**src/design/i2c_host_map.vh**
```
// constants for the two-wire host byte sequencer
// What this block does
// - transmit: buffer-full set on buffer write, cleared after eighth bit shifted out
// - buffer write during shifting in or out sets write-collision and is dropped
// - ack-status cleared on client ack low, set on client ack high
// - start-enable makes start, then irq flag; nothing else until it completes
// - buffer write starts eight-bit shift, samples ack, sets irq after ninth clock
// - receive-enable is ignored unless the unit is idle
// - receiving toggles SCL each baud rollover and shifts SDA into shift register
// - after eighth falling edge: clear receive-enable, load buffer, set flags, hold SCL
// - receive: buffer-full set on buffer load, cleared by buffer read
// - receive-overflow set when a byte completes while buffer-full still set
// - ack-enable pulls SCL low and drives ack-data bit onto SDA
// - ack: SCL low one baud period, release, one period high, low, go idle
// - irq flag set after acknowledge bit has been clocked out
// - stop: SDA low, once low count, release SCL, release SDA one period later
// - SDA high with SCL high sets stop-detected; one period later clear enable, irq
// - buffer writes during ack or stop sequence set write-collision and are dropped
// - reset or disable aborts transfer and clears start and stop detected flags
// - with irq enabled, a detected stop raises the irq flag
// - SDA compared with intended output in address, data, start, restart, ack phases
// - baud period is 2*(reload+1) clocks, SCL period twice that
// - bus collision sets its flag, returns to idle and releases both lines
`ifndef I2C_HOST_MAP_VH
`define I2C_HOST_MAP_VH

`define PHASE_0        2'h0
`define PHASE_1        2'h1
`define PHASE_2        2'h2
`define PHASE_3        2'h3
`define BIT_FIRST      4'h0
`define BIT_LAST_DATA  4'h7
`define BIT_ACK        4'h8
`define BIT_STEP       4'h1
`define FLAG_RESET     1'b0
`define BYTE_RESET     8'h00

`endif

```
**src/design/baud_counter.v**
```verilog
// reload down-counter that paces each SCL phase
`default_nettype none
`include "i2c_host_map.vh"

module baud_counter #(
  parameter RELOAD_W = 8
) (
  input  wire                clock,
  input  wire                sys_rst,
  input  wire [RELOAD_W-1:0] baud_reload,
  input  wire                run,
  output wire                rollover
);

  // doubled reload gives one baud period of 2*(reload+1) clocks
  wire [RELOAD_W:0] load_value = {baud_reload, 1'b1};
  reg  [RELOAD_W:0] count_reg;

  always @(posedge clock) begin
    if (sys_rst) begin
      count_reg <= {(RELOAD_W+1){1'b0}};
    end else if (!run) begin
      // stalled counter stays loaded, so a restart always gives a full period
      count_reg <= load_value;
    end else if (count_reg == {(RELOAD_W+1){1'b0}}) begin
      count_reg <= load_value;
    end else begin
      count_reg <= count_reg - {{RELOAD_W{1'b0}}, 1'b1};
    end
  end

  assign rollover = run && (count_reg == {(RELOAD_W+1){1'b0}});

endmodule
`default_nettype wire

```
**src/design/bus_monitor.v**
```verilog
// start and stop condition watcher for the two-wire bus
`default_nettype none
`include "i2c_host_map.vh"

module bus_monitor (
  input  wire clock,
  input  wire sys_rst,
  input  wire unit_enable,
  input  wire sda_in,
  input  wire scl_in,
  output wire start_det,
  output wire stop_det,
  output reg  start_detected_flag,
  output reg  stop_detected_flag
);

  reg sda_prev_reg;

  assign start_det = scl_in && sda_prev_reg && !sda_in;
  assign stop_det  = scl_in && !sda_prev_reg && sda_in;

  always @(posedge clock) begin
    if (sys_rst || !unit_enable) begin
      sda_prev_reg        <= 1'b1;
      start_detected_flag <= `FLAG_RESET;
      stop_detected_flag  <= `FLAG_RESET;
    end else begin
      sda_prev_reg <= sda_in;
      if (start_det) begin
        start_detected_flag <= 1'b1;
        stop_detected_flag  <= 1'b0;
      end else if (stop_det) begin
        start_detected_flag <= 1'b0;
        stop_detected_flag  <= 1'b1;
      end
    end
  end

endmodule
`default_nettype wire

```
**src/design/i2c_host_byte_sequencer.v**
```verilog
// two-wire host sequencer: start, restart, byte transmit, receive, ack and stop
`default_nettype none
`include "i2c_host_map.vh"

module i2c_host_byte_sequencer #(
  parameter RELOAD_W = 8
) (
  input  wire                clock,
  input  wire                sys_rst,
  input  wire                unit_enable,
  input  wire [RELOAD_W-1:0] baud_reload_reg,
  input  wire                serial_irq_enable,
  input  wire                buf_wr_strobe,
  input  wire [7:0]          buf_wr_data,
  input  wire                buf_rd_strobe,
  input  wire                start_cmd,
  input  wire                restart_cmd,
  input  wire                stop_cmd,
  input  wire                receive_cmd,
  input  wire                ack_cmd,
  input  wire                ack_data_bit,
  input  wire                write_collision_clear,
  input  wire                serial_irq_clear,
  input  wire                receive_overflow_clear,
  input  wire                bus_collision_clear,
  input  wire                sda_in,
  output wire                sda_out,
  output wire                sda_oe,
  input  wire                scl_in,
  output wire                scl_out,
  output wire                scl_oe,
  output reg  [7:0]          serial_data_buffer,
  output reg                 buffer_full_flag,
  output reg                 write_collision_flag,
  output reg                 ack_status_flag,
  output reg                 receive_overflow_flag,
  output reg                 serial_irq_flag,
  output reg                 bus_collision_flag,
  output wire                start_detected_flag,
  output wire                stop_detected_flag,
  output reg                 start_enable,
  output reg                 restart_enable,
  output reg                 stop_enable,
  output reg                 receive_enable,
  output reg                 ack_sequence_enable,
  output wire                unit_idle
);

  localparam [6:0] S_IDLE    = 7'h01;
  localparam [6:0] S_START   = 7'h02;
  localparam [6:0] S_RESTART = 7'h04;
  localparam [6:0] S_TX      = 7'h08;
  localparam [6:0] S_RX      = 7'h10;
  localparam [6:0] S_ACK     = 7'h20;
  localparam [6:0] S_STOP    = 7'h40;

  reg [6:0] state_reg;
  reg [1:0] phase_reg;
  reg [3:0] bit_cnt_reg;
  reg [7:0] serial_shift_reg;
  reg       sda_low_reg;
  reg       scl_low_reg;

  wire start_det;
  wire stop_det;
  wire rollover;

  // open-drain: the pins are only ever pulled low
  assign sda_out   = 1'b0;
  assign scl_out   = 1'b0;
  assign sda_oe    = sda_low_reg;
  assign scl_oe    = scl_low_reg;
  assign unit_idle = (state_reg == S_IDLE);

  wire ph0 = (phase_reg == `PHASE_0);
  wire ph1 = (phase_reg == `PHASE_1);
  wire ph2 = (phase_reg == `PHASE_2);
  wire ph3 = (phase_reg == `PHASE_3);

  // after release, count only once SCL reads high so a stretching client keeps its time
  wire clocked_state = (state_reg == S_TX) || (state_reg == S_RX) || (state_reg == S_ACK);
  wire run = (state_reg == S_START) ||
             ((state_reg == S_RESTART) && (!ph1 || scl_in)) ||
             (clocked_state && (ph0 || scl_in)) ||
             ((state_reg == S_STOP) && ph0 && !sda_in) ||
             ((state_reg == S_STOP) && ph1 && scl_in) ||
             ((state_reg == S_STOP) && ph2 && !stop_det) ||
             ((state_reg == S_STOP) && ph3);

  // arbitration: a released SDA read low while SCL is high means another host won
  wire released_high = !sda_low_reg && !scl_low_reg && scl_in && !sda_in;
  wire check_phase   = ((state_reg == S_TX) && ph1 && (bit_cnt_reg != `BIT_ACK)) ||
                       ((state_reg == S_ACK) && ph1) ||
                       ((state_reg == S_RESTART) && ph1);
  wire collision     = (check_phase && released_high) ||
                       ((state_reg == S_START) && ph0 && (!sda_in || !scl_in)) ||
                       ((state_reg == S_STOP) && ph2 && rollover && !sda_in);

  wire tx_next_bit = !serial_shift_reg[6];
  wire [7:0] rx_byte = {serial_shift_reg[6:0], sda_in};

  baud_counter #(
    .RELOAD_W (RELOAD_W)
  ) u_baud_counter (
    .clock       (clock),
    .sys_rst     (sys_rst),
    .baud_reload (baud_reload_reg),
    .run         (run),
    .rollover    (rollover)
  );

  bus_monitor u_bus_monitor (
    .clock               (clock),
    .sys_rst             (sys_rst),
    .unit_enable         (unit_enable),
    .sda_in              (sda_in),
    .scl_in              (scl_in),
    .start_det           (start_det),
    .stop_det            (stop_det),
    .start_detected_flag (start_detected_flag),
    .stop_detected_flag  (stop_detected_flag)
  );

  always @(posedge clock) begin
    if (sys_rst || !unit_enable) begin
      state_reg             <= S_IDLE;
      phase_reg             <= `PHASE_0;
      bit_cnt_reg           <= `BIT_FIRST;
      serial_shift_reg      <= `BYTE_RESET;
      serial_data_buffer    <= `BYTE_RESET;
      sda_low_reg           <= 1'b0;
      scl_low_reg           <= 1'b0;
      buffer_full_flag      <= `FLAG_RESET;
      write_collision_flag  <= `FLAG_RESET;
      ack_status_flag       <= `FLAG_RESET;
      receive_overflow_flag <= `FLAG_RESET;
      serial_irq_flag       <= `FLAG_RESET;
      bus_collision_flag    <= `FLAG_RESET;
      start_enable          <= 1'b0;
      restart_enable        <= 1'b0;
      stop_enable           <= 1'b0;
      receive_enable        <= 1'b0;
      ack_sequence_enable   <= 1'b0;
    end else begin
      // clears first; any hardware set later in this block wins the same cycle
      if (write_collision_clear) begin
        write_collision_flag <= 1'b0;
      end
      if (serial_irq_clear) begin
        serial_irq_flag <= 1'b0;
      end
      if (receive_overflow_clear) begin
        receive_overflow_flag <= 1'b0;
      end
      if (bus_collision_clear) begin
        bus_collision_flag <= 1'b0;
      end
      if (buf_rd_strobe) begin
        buffer_full_flag <= 1'b0;
      end
      if (stop_det && serial_irq_enable) begin
        serial_irq_flag <= 1'b1;
      end
      if (buf_wr_strobe && (state_reg != S_IDLE)) begin
        write_collision_flag <= 1'b1;
      end

      if (collision) begin
        bus_collision_flag  <= 1'b1;
        state_reg           <= S_IDLE;
        phase_reg           <= `PHASE_0;
        sda_low_reg         <= 1'b0;
        scl_low_reg         <= 1'b0;
        start_enable        <= 1'b0;
        restart_enable      <= 1'b0;
        stop_enable         <= 1'b0;
        receive_enable      <= 1'b0;
        ack_sequence_enable <= 1'b0;
        if (state_reg == S_TX) begin
          buffer_full_flag <= 1'b0;
        end
      end else begin
        case (state_reg)
          S_IDLE: begin
            phase_reg   <= `PHASE_0;
            bit_cnt_reg <= `BIT_FIRST;
            // commands only act from idle, so nothing queues behind a running sequence
            if (buf_wr_strobe) begin
              serial_data_buffer <= buf_wr_data;
              serial_shift_reg   <= buf_wr_data;
              buffer_full_flag   <= 1'b1;
              sda_low_reg        <= !buf_wr_data[7];
              scl_low_reg        <= 1'b1;
              state_reg          <= S_TX;
            end else if (start_cmd) begin
              start_enable <= 1'b1;
              sda_low_reg  <= 1'b0;
              scl_low_reg  <= 1'b0;
              state_reg    <= S_START;
            end else if (restart_cmd) begin
              restart_enable <= 1'b1;
              sda_low_reg    <= 1'b0;
              scl_low_reg    <= 1'b1;
              state_reg      <= S_RESTART;
            end else if (stop_cmd) begin
              stop_enable <= 1'b1;
              sda_low_reg <= 1'b1;
              scl_low_reg <= 1'b1;
              state_reg   <= S_STOP;
            end else if (receive_cmd) begin
              receive_enable <= 1'b1;
              sda_low_reg    <= 1'b0;
              scl_low_reg    <= 1'b1;
              state_reg      <= S_RX;
            end else if (ack_cmd) begin
              ack_sequence_enable <= 1'b1;
              scl_low_reg         <= 1'b1;
              sda_low_reg         <= !ack_data_bit;
              state_reg           <= S_ACK;
            end
          end

          S_START: begin
            if (rollover && ph0) begin
              sda_low_reg <= 1'b1;
              phase_reg   <= `PHASE_1;
            end else if (rollover) begin
              scl_low_reg     <= 1'b1;
              start_enable    <= 1'b0;
              serial_irq_flag <= 1'b1;
              state_reg       <= S_IDLE;
            end
          end

          S_RESTART: begin
            if (rollover && ph0) begin
              scl_low_reg <= 1'b0;
              phase_reg   <= `PHASE_1;
            end else if (rollover && ph1) begin
              sda_low_reg <= 1'b1;
              phase_reg   <= `PHASE_2;
            end else if (rollover) begin
              scl_low_reg     <= 1'b1;
              restart_enable  <= 1'b0;
              serial_irq_flag <= 1'b1;
              state_reg       <= S_IDLE;
            end
          end

          S_TX: begin
            if (rollover && ph0) begin
              scl_low_reg <= 1'b0;
              phase_reg   <= `PHASE_1;
            end else if (rollover) begin
              scl_low_reg <= 1'b1;
              phase_reg   <= `PHASE_0;
              if (bit_cnt_reg == `BIT_ACK) begin
                ack_status_flag <= sda_in;
                serial_irq_flag <= 1'b1;
                sda_low_reg     <= 1'b0;
                state_reg       <= S_IDLE;
              end else begin
                serial_shift_reg <= {serial_shift_reg[6:0], 1'b0};
                bit_cnt_reg      <= bit_cnt_reg + `BIT_STEP;
                if (bit_cnt_reg == `BIT_LAST_DATA) begin
                  sda_low_reg      <= 1'b0;
                  buffer_full_flag <= 1'b0;
                end else begin
                  sda_low_reg <= tx_next_bit;
                end
              end
            end
          end

          S_RX: begin
            if (rollover && ph0) begin
              scl_low_reg <= 1'b0;
              phase_reg   <= `PHASE_1;
            end else if (rollover) begin
              serial_shift_reg <= rx_byte;
              scl_low_reg      <= 1'b1;
              phase_reg        <= `PHASE_0;
              bit_cnt_reg      <= bit_cnt_reg + `BIT_STEP;
              if (bit_cnt_reg == `BIT_LAST_DATA) begin
                receive_enable     <= 1'b0;
                serial_data_buffer <= rx_byte;
                buffer_full_flag   <= 1'b1;
                serial_irq_flag    <= 1'b1;
                state_reg          <= S_IDLE;
                if (buffer_full_flag) begin
                  receive_overflow_flag <= 1'b1;
                end
              end
            end
          end

          S_ACK: begin
            if (rollover && ph0) begin
              scl_low_reg <= 1'b0;
              phase_reg   <= `PHASE_1;
            end else if (rollover) begin
              scl_low_reg         <= 1'b1;
              ack_sequence_enable <= 1'b0;
              serial_irq_flag     <= 1'b1;
              state_reg           <= S_IDLE;
            end
          end

          S_STOP: begin
            if (rollover && ph0) begin
              scl_low_reg <= 1'b0;
              phase_reg   <= `PHASE_1;
            end else if (rollover && ph1) begin
              sda_low_reg <= 1'b0;
              phase_reg   <= `PHASE_2;
            end else if (ph2 && stop_det) begin
              phase_reg <= `PHASE_3;
            end else if (rollover && ph3) begin
              stop_enable     <= 1'b0;
              serial_irq_flag <= 1'b1;
              state_reg       <= S_IDLE;
            end
          end

          default: begin
            state_reg   <= S_IDLE;
            sda_low_reg <= 1'b0;
            scl_low_reg <= 1'b0;
          end
        endcase
      end
    end
  end

endmodule
`default_nettype wire

```
**config.mk**
```make
export PLATFORM = sky130hd
export DESIGN_NAME = i2c_host_byte_sequencer
export DESIGN_NICKNAME = d
export VERILOG_FILES = /design/src/design/baud_counter.v /design/src/design/bus_monitor.v /design/src/design/i2c_host_byte_sequencer.v
export VERILOG_INCLUDE_DIRS = /design/src /design/src/design
export SDC_FILE = /design/constraint.sdc
export NUM_CORES = 1
export LEC_CHECK = 0
export BUFFER_PORTS_ARGS = -buffer_cell sky130_fd_sc_hd__buf_2
export CAP_MARGIN = 20
export CORE_ASPECT_RATIO = 0.9
export CORE_MARGIN = 2
export CORE_UTILIZATION = 45
export CTS_CLUSTER_DIAMETER = 150
export DETAILED_ROUTE_END_ITERATION = 8
export PLACE_DENSITY_LB_ADDON = 0.08
export SYNTH_ARGS = -nofsm -noshare
export SYNTH_HDL_FRONTEND = slang
export SYNTH_HIERARCHICAL = 1
export SYNTH_SLANG_ARGS = --single-unit
```
**constraint.sdc**
```tcl
create_clock -name clock -period 3.5 [get_ports clock]
set_clock_uncertainty 0.1 [all_clocks]
set_input_delay 0.35 -clock clock [delete_from_list [all_inputs] [get_ports clock]]
set_output_delay 0.35 -clock clock [all_outputs]
set_load 0.05 [all_outputs]
```
Word-level counts from Yosys, hierarchy flattened
Index checks and enable logic that the tools add are counted.
W data, S select, Z words.
{ "word_totals": {"ff_bits": 53, "out_inout_bits": 26, "word_cells": 327} }
{ "op_classes": {"n_addsub": 2, "n_eq_ne": 54, "mux": 156, "bitwise_logic": 3, "n_reduce_logical": 90} }
{ "ops": {"columns": ["op", "n"], "rows": [
  ["$mux W7", 25],
  ["$mux W1", 98],
  ["$ne A2 B2 Y1 const B", 27],
  ["$pmux W7 S6", 1],
  ["$reduce_and A9 Y1", 4],
  ["$logic_and A1 B1 Y1", 32],
  ["$mux W8", 4],
  ["$pmux W7 S3", 1],
  ["$mux W4", 5],
  ["$mux W9", 2],
  ["$logic_or A1 B1 Y1", 16],
  ["$mux W2", 8],
  ["$ne A2 B1 Y1 const B", 8],
  ["$pmux W8 S2", 1],
  ["$reduce_bool A2 Y1", 8],
  ["$reduce_and A5 Y1", 3],
  ["$reduce_and A14 Y1", 1],
  ["$reduce_and A7 Y1", 2],
  ["$pmux W4 S3", 1],
  ["$logic_not A1 Y1", 11],
  ["$pmux W1 S2", 5],
  ["$pmux W1 S5", 2],
  ["$pmux W2 S5", 1],
  ["$reduce_or A2 Y1", 5],
  ["30 further kinds", 34]
]} }

Depth between registers and ports, before layout
{ "logic_depth": {"ltp_word": 18, "mapped_depth": 14} }

Hierarchy
Netlist, hierarchy kept.
{ "modules_own_cells": {"columns": ["mod", "n_inst", "cells_each", "area_per_inst_um2", "seq_area_each_um2"], "rows": [
  ["i2c_host_byte_sequencer", 1, 329, 2651.3, 820.8],
  ["baud_counter", 1, 50, 473.0, 180.2],
  ["bus_monitor", 1, 16, 152.6, 60.1]
]} }

Least setup slack after synthesis
Ideal clock, no wire load.
{ "synth_path": {"kind": "flip-flop to flip-flop", "from": "register state_reg[2]", "to": "register serial_data_buffer[2]", "setup_ps": 86, "arrival_time_ps": 2927, "required_ps": 3314, "slack_ps": 387, "stages_incl_launch_ff": 15, "n_path_buf": 2, "synth_period_minus_slack_ps": 3113, "cell_sequence": "dfxtp_1 -> buf_4 -> nor4b_1 -> nand2_1 -> nor2_1 -> a21oi_1 -> nand4_1 -> and2_1 -> o21a_1 -> and2_1 -> nand3_1 -> a21boi_2 -> buf_2 -> nor2_1 -> a211oi_1"} }
{ "synth_via": {"elab_chain_cells": 15, "elab_cells_between_ends": 47, "classes_between": "eq/ne (11); mux (1); bitwise (1); reduce/logical (34)"} }
{ "synth_lines": {"columns": ["item", "line", "source"], "rows": [
  ["from (decl)", "i2c_host_byte_sequencer.v:57", "reg [6:0] state_reg;"],
  ["from (signal assigned)", "i2c_host_byte_sequencer.v:126", "state_reg <= S_IDLE;"],
  ["from (signal assigned)", "i2c_host_byte_sequencer.v:170", "state_reg <= S_IDLE;"],
  ["from (signal assigned)", "i2c_host_byte_sequencer.v:194", "state_reg <= S_TX;"],
  ["$eq A7 B4 Y1 / $eq A7 B5 Y1 (equally long branches)", "i2c_host_byte_sequencer.v:81", "wire clocked_state = (state_reg == S_TX) || (state_reg == S_RX) || (state_reg == S_ACK);"],
  ["$logic_or A1 B1 Y1 (2 in a row)", "i2c_host_byte_sequencer.v:81", null],
  ["$logic_and A1 B1 Y1", "i2c_host_byte_sequencer.v:84", "(clocked_state && (ph0 || scl_in)) ||"],
  ["$logic_or A1 B1 Y1", "i2c_host_byte_sequencer.v:83", "((state_reg == S_RESTART) && (!ph1 || scl_in)) ||"],
  ["$logic_or A1 B1 Y1", "i2c_host_byte_sequencer.v:84", null],
  ["$logic_or A1 B1 Y1", "i2c_host_byte_sequencer.v:85", "((state_reg == S_STOP) && ph0 && !sda_in) ||"],
  ["$logic_or A1 B1 Y1", "i2c_host_byte_sequencer.v:86", "((state_reg == S_STOP) && ph1 && scl_in) ||"],
  ["$logic_or A1 B1 Y1 *", "i2c_host_byte_sequencer.v:87", "((state_reg == S_STOP) && ph2 && !stop_det) ||"],
  ["net run", "i2c_host_byte_sequencer.v:82", "wire run = (state_reg == S_START) ||"],
  ["$logic_and A1 B1 Y1 *", "baud_counter.v:32", "assign rollover = run && (count_reg == {(RELOAD_W+1){1'b0}});"],
  ["net rollover", "i2c_host_byte_sequencer.v:66", "wire rollover;"],
  ["$logic_and A1 B1 Y1 (2 in a row)", "i2c_host_byte_sequencer.v:97", "((state_reg == S_STOP) && ph2 && rollover && !sda_in);"],
  ["$logic_or A1 B1 Y1", "i2c_host_byte_sequencer.v:96", "((state_reg == S_START) && ph0 && (!sda_in || !scl_in)) ||"],
  ["$not A1 Y1 (no line)", null, null],
  ["$reduce_and A6 Y1 (no line) *", null, null],
  ["to (signal assigned)", "i2c_host_byte_sequencer.v:130", "serial_data_buffer <= `BYTE_RESET;"],
  ["to (signal assigned)", "i2c_host_byte_sequencer.v:189", "serial_data_buffer <= buf_wr_data;"],
  ["to (signal assigned)", "i2c_host_byte_sequencer.v:286", "serial_data_buffer <= rx_byte;"],
  ["to (decl)", "i2c_host_byte_sequencer.v:32", "output reg [7:0] serial_data_buffer,"]
]} }
Mark *: on every way through the listed nets, which the timed path passes. The rest lies on a longest branch.
A chain may end at the register's enable or synchronous reset.

Worst setup path after layout
{ "layout_path": {"from": "register state_reg[1]", "to": "register sda_low_reg, in the netlist sda_oe"} }
{ "layout_via": {"elab_chain_cells": 14, "elab_cells_between_ends": 53, "classes_between": "eq/ne (15); mux (1); bitwise (1); reduce/logical (36)"} }
{ "layout_lines": {"columns": ["item", "line", "source"], "rows": [
  ["$eq A7 B4 Y1 / $eq A7 B5 Y1 (equally long branches)", "i2c_host_byte_sequencer.v:81", null],
  ["$logic_or A1 B1 Y1 (2 in a row)", "i2c_host_byte_sequencer.v:81", null],
  ["$logic_and A1 B1 Y1", "i2c_host_byte_sequencer.v:84", null],
  ["$logic_or A1 B1 Y1", "i2c_host_byte_sequencer.v:83", null],
  ["$logic_or A1 B1 Y1", "i2c_host_byte_sequencer.v:84", null],
  ["$logic_or A1 B1 Y1", "i2c_host_byte_sequencer.v:85", null],
  ["$logic_or A1 B1 Y1", "i2c_host_byte_sequencer.v:86", null],
  ["$logic_or A1 B1 Y1 *", "i2c_host_byte_sequencer.v:87", null],
  ["net run", "i2c_host_byte_sequencer.v:82", null],
  ["$logic_and A1 B1 Y1 *", "baud_counter.v:32", null],
  ["net rollover", "i2c_host_byte_sequencer.v:66", null],
  ["branches (longest 4 deep; another with $reduce_and A9 Y1)", null, null],
  ["to (signal assigned)", "i2c_host_byte_sequencer.v:192", "sda_low_reg <= !buf_wr_data[7];"],
  ["to (signal assigned)", "i2c_host_byte_sequencer.v:218", "sda_low_reg <= !ack_data_bit;"],
  ["to (signal assigned)", "i2c_host_byte_sequencer.v:269", "sda_low_reg <= tx_next_bit;"],
  ["to (decl)", "i2c_host_byte_sequencer.v:61", "reg sda_low_reg;"]
]} }
Mark *: on every way through the listed nets, which the timed path passes.

==> metrics.log <==
[metrics] Worst EP required: approximately 3.6 ns
[metrics] global-route wire length before repair: approximately 16000 um
[metrics] worst-path maximum fanout: 11
[metrics] number of cells on the worst reg-to-reg path: 13
[metrics] RR Startpoint: state_reg[1]$_SDFFE_PP0P_
[metrics] maximum root-to-sink buffer count: 2
[metrics] setup TNS: 0 ns
[metrics] antenna viol nets, final: 0
[metrics] critical setup path kind: reg2reg
[metrics] # H-tree levels: 2
[metrics] total clock buffers created by CTS: 5
[metrics] largest net degree at the start of global routing: 22
[metrics] count of input and output buffers: 57
[metrics] number of warning messages in the yosys log: 6
[metrics] Core Footprint: 7040 um2
[metrics] count of maximum capacitance violations: 0
[metrics] post-synthesis instance area: 3270 um2
[metrics] met3 WL: roughly 570 um
[metrics] initial antenna violation count: 0
[metrics] beginning of the critical path: state_reg[1]$_SDFFE_PP0P_
[metrics] areal power density over the cells: around 350 nW/um2
[metrics] headroom to the max-slew limit: about a third
[metrics] area occupied by multi-input gates: roughly 2000 um2
[metrics] Data arrival, critical path: 3.31 ns
[metrics] All-Layer GR Usage: between 20% and 30%
[metrics] cell at the slowest stage of the critical path: or3b_2
[metrics] worst-skew pair later-pin latency: slightly above 0.3 ns
[metrics] amount of wire on met2 after detailed routing: around 4300 um
[metrics] final count of hold timing violations: 0
[metrics] unrepaired setup endpoints after global routing: false
[metrics] vias in the first global route: slightly above 3000
[metrics] per-cell via count in the routed design: 5.80
[metrics] wire length per cell: roughly 17 um
[metrics] total number of placement rows: 29
[metrics] die extent in y: about 85 um
[metrics] Reg area: between 1000 and 1500 um2
[metrics] total congestion overflow: 0
[metrics] top layer in use: met4
[metrics] layout filler cell count: just over 700
[metrics] routability congestion estimate: around 0.97
[metrics] final setup slack of the worst path: about 0.28 ns
[metrics] Worst path max stage delay: 0.48 ns
[metrics] diodes inserted: 0
[metrics] leading cell types in the layout, fill and taps excluded: buf_2 (57), dfxtp_1 (50), nor2_1 (49), buf_4 (26), a21oi_1 (21)
[metrics] total die area: 7960 um2
[metrics] Final Routed Wirelength: roughly 9600 um
[metrics] end of the worst register-to-register path: sda_oe$_SDFFE_PP0P_
[metrics] final setup violation count: 0
[metrics] mean instance size in the synthesized netlist: around 8.3 um2
[metrics] Buf/Inv on CP: 2
[metrics] Die W: about 94 um
[metrics] CTS Root Cell: clkbuf_8
[metrics] number of iterations in the first detailed-routing pass: 5
[metrics] synthesized instance count: 394
[metrics] clock-pin slew reported for the worst setup and hold paths after clock tree synthesis: about 0.1 ns
[metrics] final HPWL from detailed placement: around 7300 um
[metrics] classification of the worst-slack hold path: in2reg
[metrics] number of vias in the routed layout: around 3200
[metrics] setup slack on the worst flop-to-flop path: roughly 0.28 ns
[metrics] outcome: complete, no violations
[metrics] net total in the final layout: roughly 500
[metrics] TritonCTS clock tree: yes
[metrics] Critical Path Start Type: flip-flop
[metrics] number of placed I/O pins: 60
[metrics] slew at the pin closest to its max-slew limit: just under 1 ns
[metrics] layout overhead on the synthesized area: 18.4%
[metrics] worst slack, placed: around 0.32 ns
[metrics] number of sinks on the clock net: 53
[metrics] ordered list of cells on the worst path: nor4_2 -> buf_4 -> and3_1 -> a21oi_1 -> nand4_1 -> and2_1 -> buf_4 -> or3b_2 -> nor3_1 -> o221ai_1 -> nand4_1 -> mux2i_1 -> nor2_1
[metrics] capturing element type of the critical path: flip-flop
[metrics] drt drc: 0
[metrics] portion of the clock cycle consumed by the worst path in the final layout: 92.1%
[metrics] initial core utilization: roughly 46%
[metrics] post-CTS setup repair buffer count: 0
[metrics] worst vdd ir: about 180 uV
[metrics] metal1 wirelength: roughly 4600 um
[metrics] fraction of final layout cells sized beyond drive strength 1: 29.9%
[metrics] Critical path destination: sda_oe$_SDFFE_PP0P_
[metrics] number of cells on the critical path: 13
[metrics] commonest non-fill, non-tap cell in the layout: buf_2
[metrics] cts-stage hold buffer count: 0
[metrics] maximum frequency from static timing analysis: around 310 MHz
[metrics] flip-flop count of the largest register after layout: 9
[metrics] leak pwr: between 1.5 and 2 nW
[metrics] max-slew violation count: 0
[metrics] kind of cell adding the most delay to the critical path: simple AND/OR/NAND/NOR gates
[metrics] Final Critical Period: 3.22 ns
[metrics] First DRT Iteration DRCs: 237
## worst min path at each step
stage | slack (ns) | end | start | depth (start not counted)
floorplan | 0.33 | u_baud_counter/count_reg[0]$_SDFF_PP0_ | u_baud_counter/count_reg[0]$_SDFF_PP0_ | 1
finish | 0.18 | u_baud_counter/count_reg[1]$_SDFF_PP0_ | baud_reload_reg[0] | 3
global placement | 0.35 | receive_enable$_SDFFE_PP0P_ | receive_enable$_SDFFE_PP0P_ | 2
detailed placement | 0.35 | receive_enable$_SDFFE_PP0P_ | receive_enable$_SDFFE_PP0P_ | 2
global route | 0.21 | u_baud_counter/count_reg[8]$_SDFF_PP0_ | baud_reload_reg[7] | 3
CTS | 0.18 | u_baud_counter/count_reg[1]$_SDFF_PP0_ | baud_reload_reg[0] | 3
## stage by stage
step,power (W),cells,area [um2],hold slack [ns],utilization [%]
2_1_floorplan,0.000870,395,3270,0.332,-
3_3_place_gp,0.000955,548,3750,0.351,53.3
3_5_place_dp,0.000959,548,3750,0.349,53.3
4_1_cts,0.00138,555,3860,0.183,54.8
5_1_grt,0.00143,555,3870,0.210,55.0
6_report,0.00137,555,3870,0.181,55.0
## per-layer routing
metal / vias up / global-route usage, %
met5: - / 0
met4: 0 / 5.40
met3: 12 / 3.64
met2: 118 / 38.1
met1: 1518 / 36.4
li1: 1573 / -
## what timing repair did
item / 4_1_cts / 5_1_grt
hold endpoints to repair: 0 / 0
endpoints found under the setup margin: 0 / 6
resized for setup: 0 / 5
## worst reg2reg max path, delay by kind of cell (launching register included)
family | cells | cell delay [ns]
AOI/OAI and AO/OA | 2 | 0.27
buffers and inverters | 2 | 0.35
DFF | 1 | 0.43
muxes | 1 | 0.20
and+or+nand+nor | 8 | 1.74
## power breakdown
group / internal, W / leakage [nW] / switching, W
sequential: 0.000629 / 0.433 / 0.0000264
combinational: 0.000113 / 1.05 / 0.000179
clock: 0.000209 / 0.0540 / 0.000209
## layout make-up
class | instances | area share (%)
multi-input cells | 300 | 52.1
flip-flops and latches | 53 | 27.5
repair buffers | 84 | 12.9
well taps | 93 | 3.01
clock buffers | 5 | 1.78
inverters | 18 | 1.75
clock inverters | 2 | 0.905
Power figures use the tool's default switching activity.
